File: src/atc_cfg_regs.vh
`ifndef ATC_CFG_REGS_VH
`define ATC_CFG_REGS_VH

// ----------------------------------------
// register addresses
// ----------------------------------------
`define ATC_ADDR_GAIN_HI     7'h00
`define ATC_ADDR_GAIN_LO     7'h01
`define ATC_ADDR_COARSE      7'h02
`define ATC_ADDR_FINE        7'h03
`define ATC_ADDR_OFFSET_LO   7'h04
`define ATC_ADDR_LAST        7'h04

// ----------------------------------------
// field positions
// ----------------------------------------
`define ATC_GAIN_LO_MSB      7
`define ATC_GAIN_LO_LSB      4
`define ATC_FOUR_WIRE_BIT    3
`define ATC_SOFT_RST_BIT     2
`define ATC_SINGLE_BUS_BIT   0
`define ATC_CLK_DIV2_BIT     1
`define ATC_COARSE_MSB       7
`define ATC_COARSE_LSB       3
`define ATC_FINE_MSB         7
`define ATC_FINE_LSB         2
`define ATC_OFFSET_MSB_BIT   0

// ----------------------------------------
// reset values
// ----------------------------------------
`define ATC_RST_GAIN         12'h000
`define ATC_RST_COARSE       5'h00
`define ATC_RST_FINE         6'h00
`define ATC_RST_MODE_BIT     1'b0
`define ATC_RST_BYTE         8'h00

// ----------------------------------------
// serial frame: read flag, 7 address bits, 8 data bits
// ----------------------------------------
`define ATC_HDR_BITS         4'h8
`define ATC_DATA_BITS        4'h8

`endif

File: src/atc_sync.v
`timescale 1ns/1ps
`default_nettype none

// ----------------------------------------
// two-flop synchroniser, one chain per bit
// ----------------------------------------
module atc_sync #(
	parameter WIDTH = 1
) (
	// clock and reset
	input  wire             clk,
	input  wire             rst,
	// asynchronous in, synchronous out
	input  wire [WIDTH-1:0] async_in,
	output wire [WIDTH-1:0] sync_out
);

	genvar i;
	generate
		for (i = 0; i < WIDTH; i = i + 1) begin : g_bit
			reg meta;
			reg stable;
			// meta feeds only the second flop
			always @(posedge clk) begin
				if (rst) begin
					meta   <= 1'b0;
					stable <= 1'b0;
				end else begin
					meta   <= async_in[i];
					stable <= meta;
				end
			end
			assign sync_out[i] = stable;
		end
	endgenerate

endmodule

`default_nettype wire

File: src/atc_trim_bank.v
`timescale 1ns/1ps
`default_nettype none

`include "atc_cfg_regs.vh"

module atc_trim_bank (
	// clock and reset
	input  wire        CORE_CLK,
	input  wire        SYS_RST,
	// serial port pins
	input  wire        SPI_SCLK,
	input  wire        SPI_SEN_N,
	input  wire        SPI_SDIO_IN,
	output wire        SPI_SDIO_OUT,
	output wire        SPI_SDIO_OE,
	output wire        SERIAL_READ_LINE,
	output wire        SERIAL_READ_LINE_OE,
	// per-part offset trim value
	input  wire [8:0]  OFFSET_TRIM_DEFAULT,
	// trims into the converter core
	output wire [11:0] GAIN_TRIM,
	output wire [4:0]  COARSE_PHASE,
	output wire [5:0]  FINE_PHASE,
	output wire [8:0]  OFFSET_TRIM,
	// output logic modes
	output wire        FOUR_WIRE_MODE,
	output wire        SINGLE_BUS,
	output wire        OUTPUT_CLOCK_DIV2
);

	// ----------------------------------------
	// states
	// ----------------------------------------
	localparam [3:0] ST_HDR   = 4'h1;
	localparam [3:0] ST_WDATA = 4'h2;
	localparam [3:0] ST_RDATA = 4'h4;
	localparam [3:0] ST_DONE  = 4'h8;

	// ----------------------------------------
	// pin synchronisation
	// ----------------------------------------
	wire [2:0] pins_s;
	wire       sclk_s;
	wire       sen_n_s;
	wire       sdio_s;

	atc_sync #(
		.WIDTH (3)
	) u_sync (
		.clk      (CORE_CLK),
		.rst      (SYS_RST),
		.async_in ({SPI_SCLK, SPI_SEN_N, SPI_SDIO_IN}),
		.sync_out (pins_s)
	);

	assign sclk_s  = pins_s[2];
	assign sen_n_s = pins_s[1];
	assign sdio_s  = pins_s[0];

	reg        sclk_d;
	wire       sclk_rise;
	wire       sclk_fall;

	always @(posedge CORE_CLK) begin
		if (SYS_RST) begin
			sclk_d <= 1'b0;
		end else begin
			sclk_d <= sclk_s;
		end
	end

	assign sclk_rise = sclk_s & ~sclk_d;
	assign sclk_fall = ~sclk_s & sclk_d;

	// ----------------------------------------
	// register storage
	// ----------------------------------------
	reg [11:0] gain;
	reg        four_wire;
	reg        single_bus;
	reg        clk_div2;
	reg [4:0]  coarse;
	reg [5:0]  fine;
	reg [8:0]  offset;

	function addr_valid;
		input [6:0] a;
		begin
			addr_valid = (a <= `ATC_ADDR_LAST);
		end
	endfunction

	// reserved bits are not stored, so they always read back as zero
	function [7:0] rd_byte;
		input [6:0] a;
		begin
			rd_byte = `ATC_RST_BYTE;
			case (a)
				`ATC_ADDR_GAIN_HI:   rd_byte = gain[11:4];
				`ATC_ADDR_GAIN_LO:   rd_byte = {gain[3:0], four_wire, 3'h0};
				`ATC_ADDR_COARSE:    rd_byte = {coarse, 1'b0, clk_div2, single_bus};
				`ATC_ADDR_FINE:      rd_byte = {fine, 1'b0, offset[8]};
				`ATC_ADDR_OFFSET_LO: rd_byte = offset[7:0];
				default:             rd_byte = `ATC_RST_BYTE;
			endcase
		end
	endfunction

	// ----------------------------------------
	// serial frame engine
	// ----------------------------------------
	reg [3:0] state;
	reg [3:0] bit_cnt;
	reg [6:0] shift_in;
	reg [6:0] addr;
	reg [7:0] tx;
	reg       wr_stb;
	reg [7:0] wr_data;

	wire [7:0] in_byte;
	assign in_byte = {shift_in, sdio_s};

	always @(posedge CORE_CLK) begin
		if (SYS_RST) begin
			state    <= ST_HDR;
			bit_cnt  <= 4'h0;
			shift_in <= 7'h00;
			addr     <= 7'h00;
			tx       <= `ATC_RST_BYTE;
			wr_stb   <= 1'b0;
			wr_data  <= `ATC_RST_BYTE;
		end else if (sen_n_s) begin
			// deselect aborts any half frame, nothing is written
			state   <= ST_HDR;
			bit_cnt <= 4'h0;
			wr_stb  <= 1'b0;
		end else begin
			wr_stb <= 1'b0;
			case (state)
				ST_HDR: begin
					if (sclk_rise) begin
						shift_in <= in_byte[6:0];
						bit_cnt  <= bit_cnt + 4'h1;
						if (bit_cnt == `ATC_HDR_BITS - 4'h1) begin
							bit_cnt <= 4'h0;
							addr    <= in_byte[6:0];
							if (in_byte[7]) begin
								state <= ST_RDATA;
								tx    <= rd_byte(in_byte[6:0]);
							end else begin
								state <= ST_WDATA;
							end
						end
					end
				end
				ST_WDATA: begin
					if (sclk_rise) begin
						shift_in <= in_byte[6:0];
						bit_cnt  <= bit_cnt + 4'h1;
						if (bit_cnt == `ATC_DATA_BITS - 4'h1) begin
							wr_stb  <= 1'b1;
							wr_data <= in_byte;
							state   <= ST_DONE;
						end
					end
				end
				ST_RDATA: begin
					// first bit already stands on the line before the first fall
					if (sclk_fall && bit_cnt != 4'h0) begin
						tx <= {tx[6:0], 1'b0};
					end
					if (sclk_rise) begin
						bit_cnt <= bit_cnt + 4'h1;
						if (bit_cnt == `ATC_DATA_BITS - 4'h1) begin
							state <= ST_DONE;
						end
					end
				end
				ST_DONE: begin
					state <= ST_DONE;
				end
				default: begin
					state <= ST_HDR;
				end
			endcase
		end
	end

	// ----------------------------------------
	// readback drivers
	// ----------------------------------------
	wire rd_drive;
	assign rd_drive = (state == ST_RDATA) & ~sen_n_s;

	assign SPI_SDIO_OUT        = tx[7];
	assign SPI_SDIO_OE         = rd_drive & ~four_wire;
	assign SERIAL_READ_LINE    = tx[7];
	assign SERIAL_READ_LINE_OE = rd_drive & four_wire;

	// ----------------------------------------
	// register writes
	// ----------------------------------------
	wire soft_rst;
	assign soft_rst = wr_stb & (addr == `ATC_ADDR_GAIN_LO) & wr_data[`ATC_SOFT_RST_BIT];

	// soft reset discards the rest of the written byte; the bit is never stored
	always @(posedge CORE_CLK) begin
		if (SYS_RST || soft_rst) begin
			gain       <= `ATC_RST_GAIN;
			four_wire  <= `ATC_RST_MODE_BIT;
			single_bus <= `ATC_RST_MODE_BIT;
			clk_div2   <= `ATC_RST_MODE_BIT;
			coarse     <= `ATC_RST_COARSE;
			fine       <= `ATC_RST_FINE;
			offset     <= OFFSET_TRIM_DEFAULT;
		end else if (wr_stb && addr_valid(addr)) begin
			case (addr)
				`ATC_ADDR_GAIN_HI: begin
					gain[11:4] <= wr_data;
				end
				`ATC_ADDR_GAIN_LO: begin
					gain[3:0] <= wr_data[`ATC_GAIN_LO_MSB:`ATC_GAIN_LO_LSB];
					four_wire <= wr_data[`ATC_FOUR_WIRE_BIT];
				end
				`ATC_ADDR_COARSE: begin
					coarse     <= wr_data[`ATC_COARSE_MSB:`ATC_COARSE_LSB];
					clk_div2   <= wr_data[`ATC_CLK_DIV2_BIT];
					single_bus <= wr_data[`ATC_SINGLE_BUS_BIT];
				end
				`ATC_ADDR_FINE: begin
					fine      <= wr_data[`ATC_FINE_MSB:`ATC_FINE_LSB];
					offset[8] <= wr_data[`ATC_OFFSET_MSB_BIT];
				end
				`ATC_ADDR_OFFSET_LO: begin
					offset[7:0] <= wr_data;
				end
				default: begin
					gain <= gain;
				end
			endcase
		end
	end

	// ----------------------------------------
	// outputs to core
	// ----------------------------------------
	// codes pass straight through; analogue scaling lives in the core
	assign GAIN_TRIM      = gain;
	assign COARSE_PHASE   = coarse;
	assign FINE_PHASE     = fine;
	assign OFFSET_TRIM    = offset;
	assign FOUR_WIRE_MODE = four_wire;
	assign SINGLE_BUS     = single_bus;
	// divide-by-4 cannot serve a single bus, so that pairing falls back to 2
	assign OUTPUT_CLOCK_DIV2 = clk_div2 | single_bus;

endmodule

`default_nettype wire

File: config.mk
export PLATFORM = sky130hd
export DESIGN_NAME = atc_trim_bank
export DESIGN_NICKNAME = d
export VERILOG_FILES = /design/src/atc_sync.v /design/src/atc_trim_bank.v
export VERILOG_INCLUDE_DIRS = /design/src
export SDC_FILE = /design/constraint.sdc
export NUM_CORES = 1
export LEC_CHECK = 0
export BUFFER_PORTS_ARGS = -buffer_cell sky130_fd_sc_hd__buf_4
export CORE_AREA = 2 2 85 87
export DETAILED_ROUTE_END_ITERATION = 16
export DIE_AREA = 0 0 87 89
export GPL_TIMING_DRIVEN = 0
export PLACE_DENSITY = 0.78
export SLEW_MARGIN = 40
export SYNTH_ARGS = -nofsm -noshare
export SYNTH_HDL_FRONTEND = slang
export SYNTH_HIERARCHICAL = 1
export SYNTH_SLANG_ARGS = --single-unit
File: constraint.sdc
create_clock -name CORE_CLK -period 6 [get_ports CORE_CLK]
set_clock_uncertainty 0.2 [all_clocks]
set_input_delay 0.6 -clock CORE_CLK [delete_from_list [all_inputs] [get_ports CORE_CLK]]
set_output_delay 0.6 -clock CORE_CLK [all_outputs]
set_load 0.05 [all_outputs]
==> results of run 1 <==
[metrics by stage]
stage | area [µm²] | power (W) | cells | hold WS [ns] | utilization
finish | 4504 | 0.001030 | 527 | 0.2296 | 0.6704
global route | 4504 | 0.001057 | 527 | 0.2562 | 0.6704
CTS | 4496 | 0.001031 | 527 | 0.2357 | 0.6691
detailed placement | 4294 | 0.0006311 | 511 | 0.2292 | 0.6391
global placement | 4294 | 0.0006300 | 511 | 0.2229 | 0.6391
floorplan | 3804 | 0.0006084 | 379 | 0.2138 | -
[flip-flops by register name, indices dropped and copies added (netlist names)]
register             flops
FINE_PHASE               6
bit_cnt                  4
addr                     7
wr_data                  8
state                    4
wr_stb                   1
GAIN_TRIM               12
u_sync/g_bit.meta        3
SINGLE_BUS               1
sclk_d                   1
shift_in                 7
FOUR_WIRE_MODE           1
clk_div2                 1
tx                       8
u_sync/g_bit.stable      3
COARSE_PHASE             5
OFFSET_TRIM              9
[routing by layer]
metal  up-vias  wire length (µm)
met5         -                 0
met4         0               110
met3        13               647
met2       135              4531
met1      1536              4125
li1       1492                 -
[final timing paths]
| check | slack [ns] | to | cells after the start |
|---|---|---|---|
| max reg2reg | 2.85 | OFFSET_TRIM[2] | 5 |
| min | 0.23 | u_sync/g_bit[2].stable | 1 |
| min reg2reg | 0.23 | u_sync/g_bit[2].stable | 1 |
| max | 2.85 | OFFSET_TRIM[2] | 5 |
[logic make-up (layout without fill, tap and decap cells)]
kind of cell / after synthesis / after routing / synth area share
and+or+nand+nor: 135 / 135 / 0.2069
DFF: 81 / 81 / 0.4500
muxes: 65 / 65 / 0.1740
AOI/OAI and AO/OA: 51 / 51 / 0.09835
buffers and inverters: 42 / 110 / 0.05723
xor gates and xnor gates: 3 / 3 / 0.006909
adders and majority gates: 2 / 2 / 0.006578
[power by group through the flow]
| stage | Clock, W | Sequential (W) | Combinational (W) |
|---|---|---|---|
| after detailed placement | 0 | 0.000570 | 0.0000615 |
| final | 0.000412 | 0.000557 | 0.0000617 |
| after CTS | 0.000412 | 0.000557 | 0.0000617 |
| after global placement | 0 | 0.000570 | 0.0000603 |
| after floorplan | 0 | 0.000581 | 0.0000271 |
| after global routing | 0.000433 | 0.000558 | 0.0000656 |
[area by class of cell]
class,count,area [µm²],share of cell area
multi-input combinational,256,1883,0.4181
sequential,81,1712,0.3800
timing repair buffer,52,390.4,0.08667
buffer,29,168.9,0.03750
clock buffer,9,123.9,0.02750
tap,80,100.1,0.02222
clock inverter,7,77.57,0.01722
inverter,13,48.80,0.01083
[synth_stat cells, drive strengths merged (4+ instances only)]
master / count
nor2b: 10
nor4: 5
o32ai: 5
inv: 12
clkbuf: 17
nor3b: 4
nor2: 59
a21oi: 7
edfxtp: 9
nand3: 5
o2bb2ai: 4
dfxtp: 72
mux2i: 56
nand3b: 10
nand2: 5
buf: 11
o21ai: 10
nand4: 4
a211oi: 10
mux2: 9
nor3: 6
==> flow_metrics.tcl, run 1 <==
set metrics [dict create \
    status "finished clean" \
    grt_pass1_vias 2920 \
    initial_core_util 0.5661 \
    track_usage 0.2500 \
    r2r_start "addr[6]" \
    clock.fmax_ghz 0.3180 \
    slew-limit-headroom 0.5336 \
    use_met3 0.05355 \
    fillers 559 \
    clkPwrFrac 0.399 \
    hold_buffers 0 \
    peakVddDrop_mv 0.1104 \
    std_cell_rows 30 \
    synth_edf_count 9 \
    crit_path_start_kind "flip-flop" \
    post_cts_buffers 0 \
    synth.avg_cell_area_um2 10.04 \
    hpwlAfterDp_mm 6.760 \
    num_antenna_cells 0 \
    fp.coreArea_um2 6719 \
    syn_nets 395 \
    worst_hold_path_type "flip-flop to flip-flop" \
    synthArstFlopShare 0 \
    cts_sinks 81 \
    ys_seq_area_frac 0.4500 \
    netSwitchingFraction 0.2502 \
    synthFlopType "dfxtp_1" \
    ys_ff_latch 81 \
    antenna_found_initial 0 \
    arrival_ns 2.95 \
    hold_viol 0 \
    cts_resized 0 \
    grt_pass1_wl_mm 14.85 \
    postRouteAntennaNets 0 \
    cts_root_buf "clkbuf_8" \
    p_per_area_nw_per_um2 228.8 \
    drv_slew 0 \
    min-delay-start "u_sync/g_bit[2].meta" \
    post-place-ws_ns 2.898 \
    cts-htree-levels 3 \
    critPathMaxStageDelay_ns 0.61 \
    layout_commonest_cell "dfxtp_1" \
    area_delta_synth_final_pct 18.42 \
    gp_congestion 0.8944 \
    setup_ws_ns 2.855 \
    grt_use_met1 0.3411 \
    crit_start "addr[6]" \
    final_cell_mix "dfxtp_1 (72), nor2_1 (59), buf_4 (58), mux2i_1 (56), clkbuf_1 (15)" \
    netlist_area_um2 3804 \
    drt_pass1_iterations 5 \
    wirelength_mm 9.415 \
    cts_buffer_depth 2 \
    die-area_um2 7743 \
    grt_max_degree 16 \
    ys_top_cells_by_area "dfxtp_1 (38%), mux2i_1 (15%), edfxtp_1 (7.1%)" \
    p_leak_nw 1.973 \
    cts.reportedPaths.clkPinSlew_ns 0.09 \
    path_buf_inv 1 \
    grt_overflow_total 0 \
    critPathTopFamily "simple AND/OR/NAND/NOR gates" \
    grt_use_met2 0.4080 \
    nNetsFinal 458 \
    drive_gt1_frac 0.2371 \
    rsz0062_at_grt "no" \
    clock_latency_ns 0.36 \
    die_h_um 89 \
    cp_slowest_cell "o21ai_2" \
    fin_crit_sh 0.5242 \
    maxCapViolCount 0 \
    drc 0 \
    yosysUniqueCellTypes 63 \
    crit_required_ns 5.80 \
    syn_inst 379 \
    busiest_layer "met2" \
    cts-buffers-inserted 9 \
    synth_area_leader_cell "dfxtp_1" \
    cts_tree "yes" \
    via_per_inst 6.027 \
    cp_max_fo 10 \
    switching_power_w 0.0002579 \
    setup_violations 0 \
    io_pins 53 \
    period_minus_slack_ns 3.145 \
    port_buffers 52 \
    drtIter0Drc 194 \
    path_cells "nor4_4 -> nand3_2 -> o21ai_2 -> buf_2 -> nand2b_1" \
    crit_type "flip-flop to flip-flop" \
    critPathCaptureType "flip-flop" \
    power.internal_w 0.0007726 \
    die_width_um 87 \
    wl_per_cell_um 17.87 \
    tns_ns 0 \
    yosysWarnings 6 \
    num_vias 3176 \
    p_comb_frac 0.060 \
    yosysTopAreaCellShare 0.3789 \
    worstMarginPinSlew_ns 0.6981 \
    power_frac_seq 0.541 \
]
(Power assumes the default switching activity.)
==> inputs of run 2 (changes only) <==
- CORE_AREA: 2 2 85 87 -> 2 2 90 92
- DIE_AREA: 0 0 87 89 -> 0 0 92 94
- PLACE_DENSITY: 0.78 -> 0.73
- clock period: 6 -> 2.8 ns (I/O delays scaled with it)
==> flow_metrics.tcl, run 2 (synthesized netlist as in run 1, its figures left out) <==
set metrics [dict create \
    die_h_um 94 \
    grt_pass1_wl_mm 15.32 \
    critPathTopFamily "simple AND/OR/NAND/NOR gates" \
    io_pins 53 \
    r2r_start "addr[6]" \
    fin_util 0.6112 \
    clock_latency_ns 0.36 \
    cts_root_buf "clkbuf_8" \
    hold_end "OFFSET_TRIM[5]" \
    std_cell_rows 32 \
    peakVddDrop_mv 0.3597 \
    cts_buffer_depth 2 \
    port_buffers 52 \
    num_vias 3121 \
    path_cells "nor4_4 -> nand3_2 -> o21ai_4 -> buf_2 -> nand2b_2" \
    critPathMaxStageDelay_ns 0.39 \
    cp_max_fo 10 \
    dpl-instance-area_um2 4330 \
    hpwlAfterDp_mm 6.737 \
    fin_crit_sh 0.8955 \
    hold_viol 0 \
    fp.coreArea_um2 7607 \
    final_area_um2 4649 \
    path_buf_inv 1 \
    critPathCaptureType "flip-flop" \
    slew-limit-headroom 0.5523 \
    cts-buffers-inserted 9 \
    num_antenna_cells 0 \
    drv_slew 0 \
    largest_reg_flops 12 \
    cts-htree-levels 3 \
    nNetsFinal 466 \
    rsz0062_at_grt "no" \
    die_width_um 92 \
    die-area_um2 8648 \
    grt_max_degree 14 \
    p_total_w 0.002354 \
    gp_congestion 0.9097 \
    setup_violations 0 \
    track_usage 0.2308 \
    tns_ns 0 \
    cts.reportedPaths.clkPinSlew_ns 0.09 \
    worst_hold_path_type "input port to flip-flop" \
    clock.fmax_ghz 0.3988 \
    worstMarginPinSlew_ns 0.6701 \
    wl_per_cell_um 17.01 \
    drt_pass1_iterations 4 \
    initial_core_util 0.5000 \
    crit_path_start_kind "flip-flop" \
    grt_pass1_vias 2989 \
    layout.cells.non_filler 557 \
    drtIter0Drc 240 \
    area_delta_synth_final_pct 22.24 \
    crit_type "flip-flop to flip-flop" \
    layout_commonest_cell "dfxtp_1" \
    maxCapViolCount 0 \
    r2r_slack_ns 0.29 \
    crit_required_ns 2.63 \
    worstReg2RegEnd "OFFSET_TRIM[7]" \
    period_minus_slack_ns 2.508 \
    drive_gt1_frac 0.2330 \
    hold_depth 2 \
    place_inst 533 \
    wirelength_mm 9.476 \
    p_per_area_nw_per_um2 506.3 \
    crit_cells 5 \
    cts_sinks 81 \
    postRouteAntennaNets 0 \
    cts_tree "yes" \
    antenna_found_initial 0 \
    p_leak_nw 2.027 \
    final_cell_mix "dfxtp_1 (72), buf_4 (60), nor2_1 (59), mux2i_1 (56), clkbuf_1 (16)" \
    via_per_inst 5.603 \
    r2r.worst_path.cells 5 \
    status "finished clean" \
    min-delay-start "OFFSET_TRIM_DEFAULT[5]" \
    drc 0 \
    grt_overflow_total 0 \
    arrival_ns 2.34 \
    cp_slowest_cell "nor4_4" \
]
## run 2: stage by stage
| step | worst slack (ns) | hold slack [ns] |
|---|---|---|
| after global placement | -0.2229 | 0.2233 |
| after detailed placement | -0.2514 | 0.2251 |
| after CTS | 0.07597 | 0.01072 |
| final | 0.2925 | 0.02152 |
| after global routing | 0.1860 | 0.01326 |
| after floorplan | 0.08123 | 0.1516 |
## run 2: cell type report
type / instances / area [µm²]
Buffer: 29 / 168.9
Clock buffer: 10 / 127.6
Clock inverter: 6 / 106.4
Fill cell: 667 / 2958
Inverter: 13 / 48.80
Multi-Input combinational cell: 256 / 1893
Sequential cell: 81 / 1712
Tap cell: 102 / 127.6
Timing Repair Buffer: 60 / 465.4
## run 2: repair_timing
action	CTS	global route
hold endpoints to repair	6	0
endpoints found under the setup margin	8	8
buffers inserted	0	2
pin swaps	0	1
hold buffers	6	0
resized for setup	2	0
## run 2: worst max-delay path by stage
stage | startpoint | endpoint
3_5_place_dp | addr[6] | OFFSET_TRIM[3]
4_1_cts | addr[6] | OFFSET_TRIM[7]
2_1_floorplan | state[3] | SERIAL_READ_LINE_OE
5_1_grt | addr[6] | OFFSET_TRIM[0]
6_report | addr[6] | OFFSET_TRIM[7]
3_3_place_gp | addr[6] | OFFSET_TRIM[5]
## run 2: routing by layer
layer	up-vias	track usage	routed length [µm]
met2	93	0.3689	4297
met4	0	0.1020	231
met5	-	0	0
met3	19	0.03531	522
met1	1498	0.3109	4425
li1	1511	-	-
## run 2: report_power, final
part	switching (W)	total, W	internal, W
logic	0.0000849	0.000142	0.0000574
clock network	0.000429	0.00102	0.000589
registers	0.00000787	0.00119	0.00119
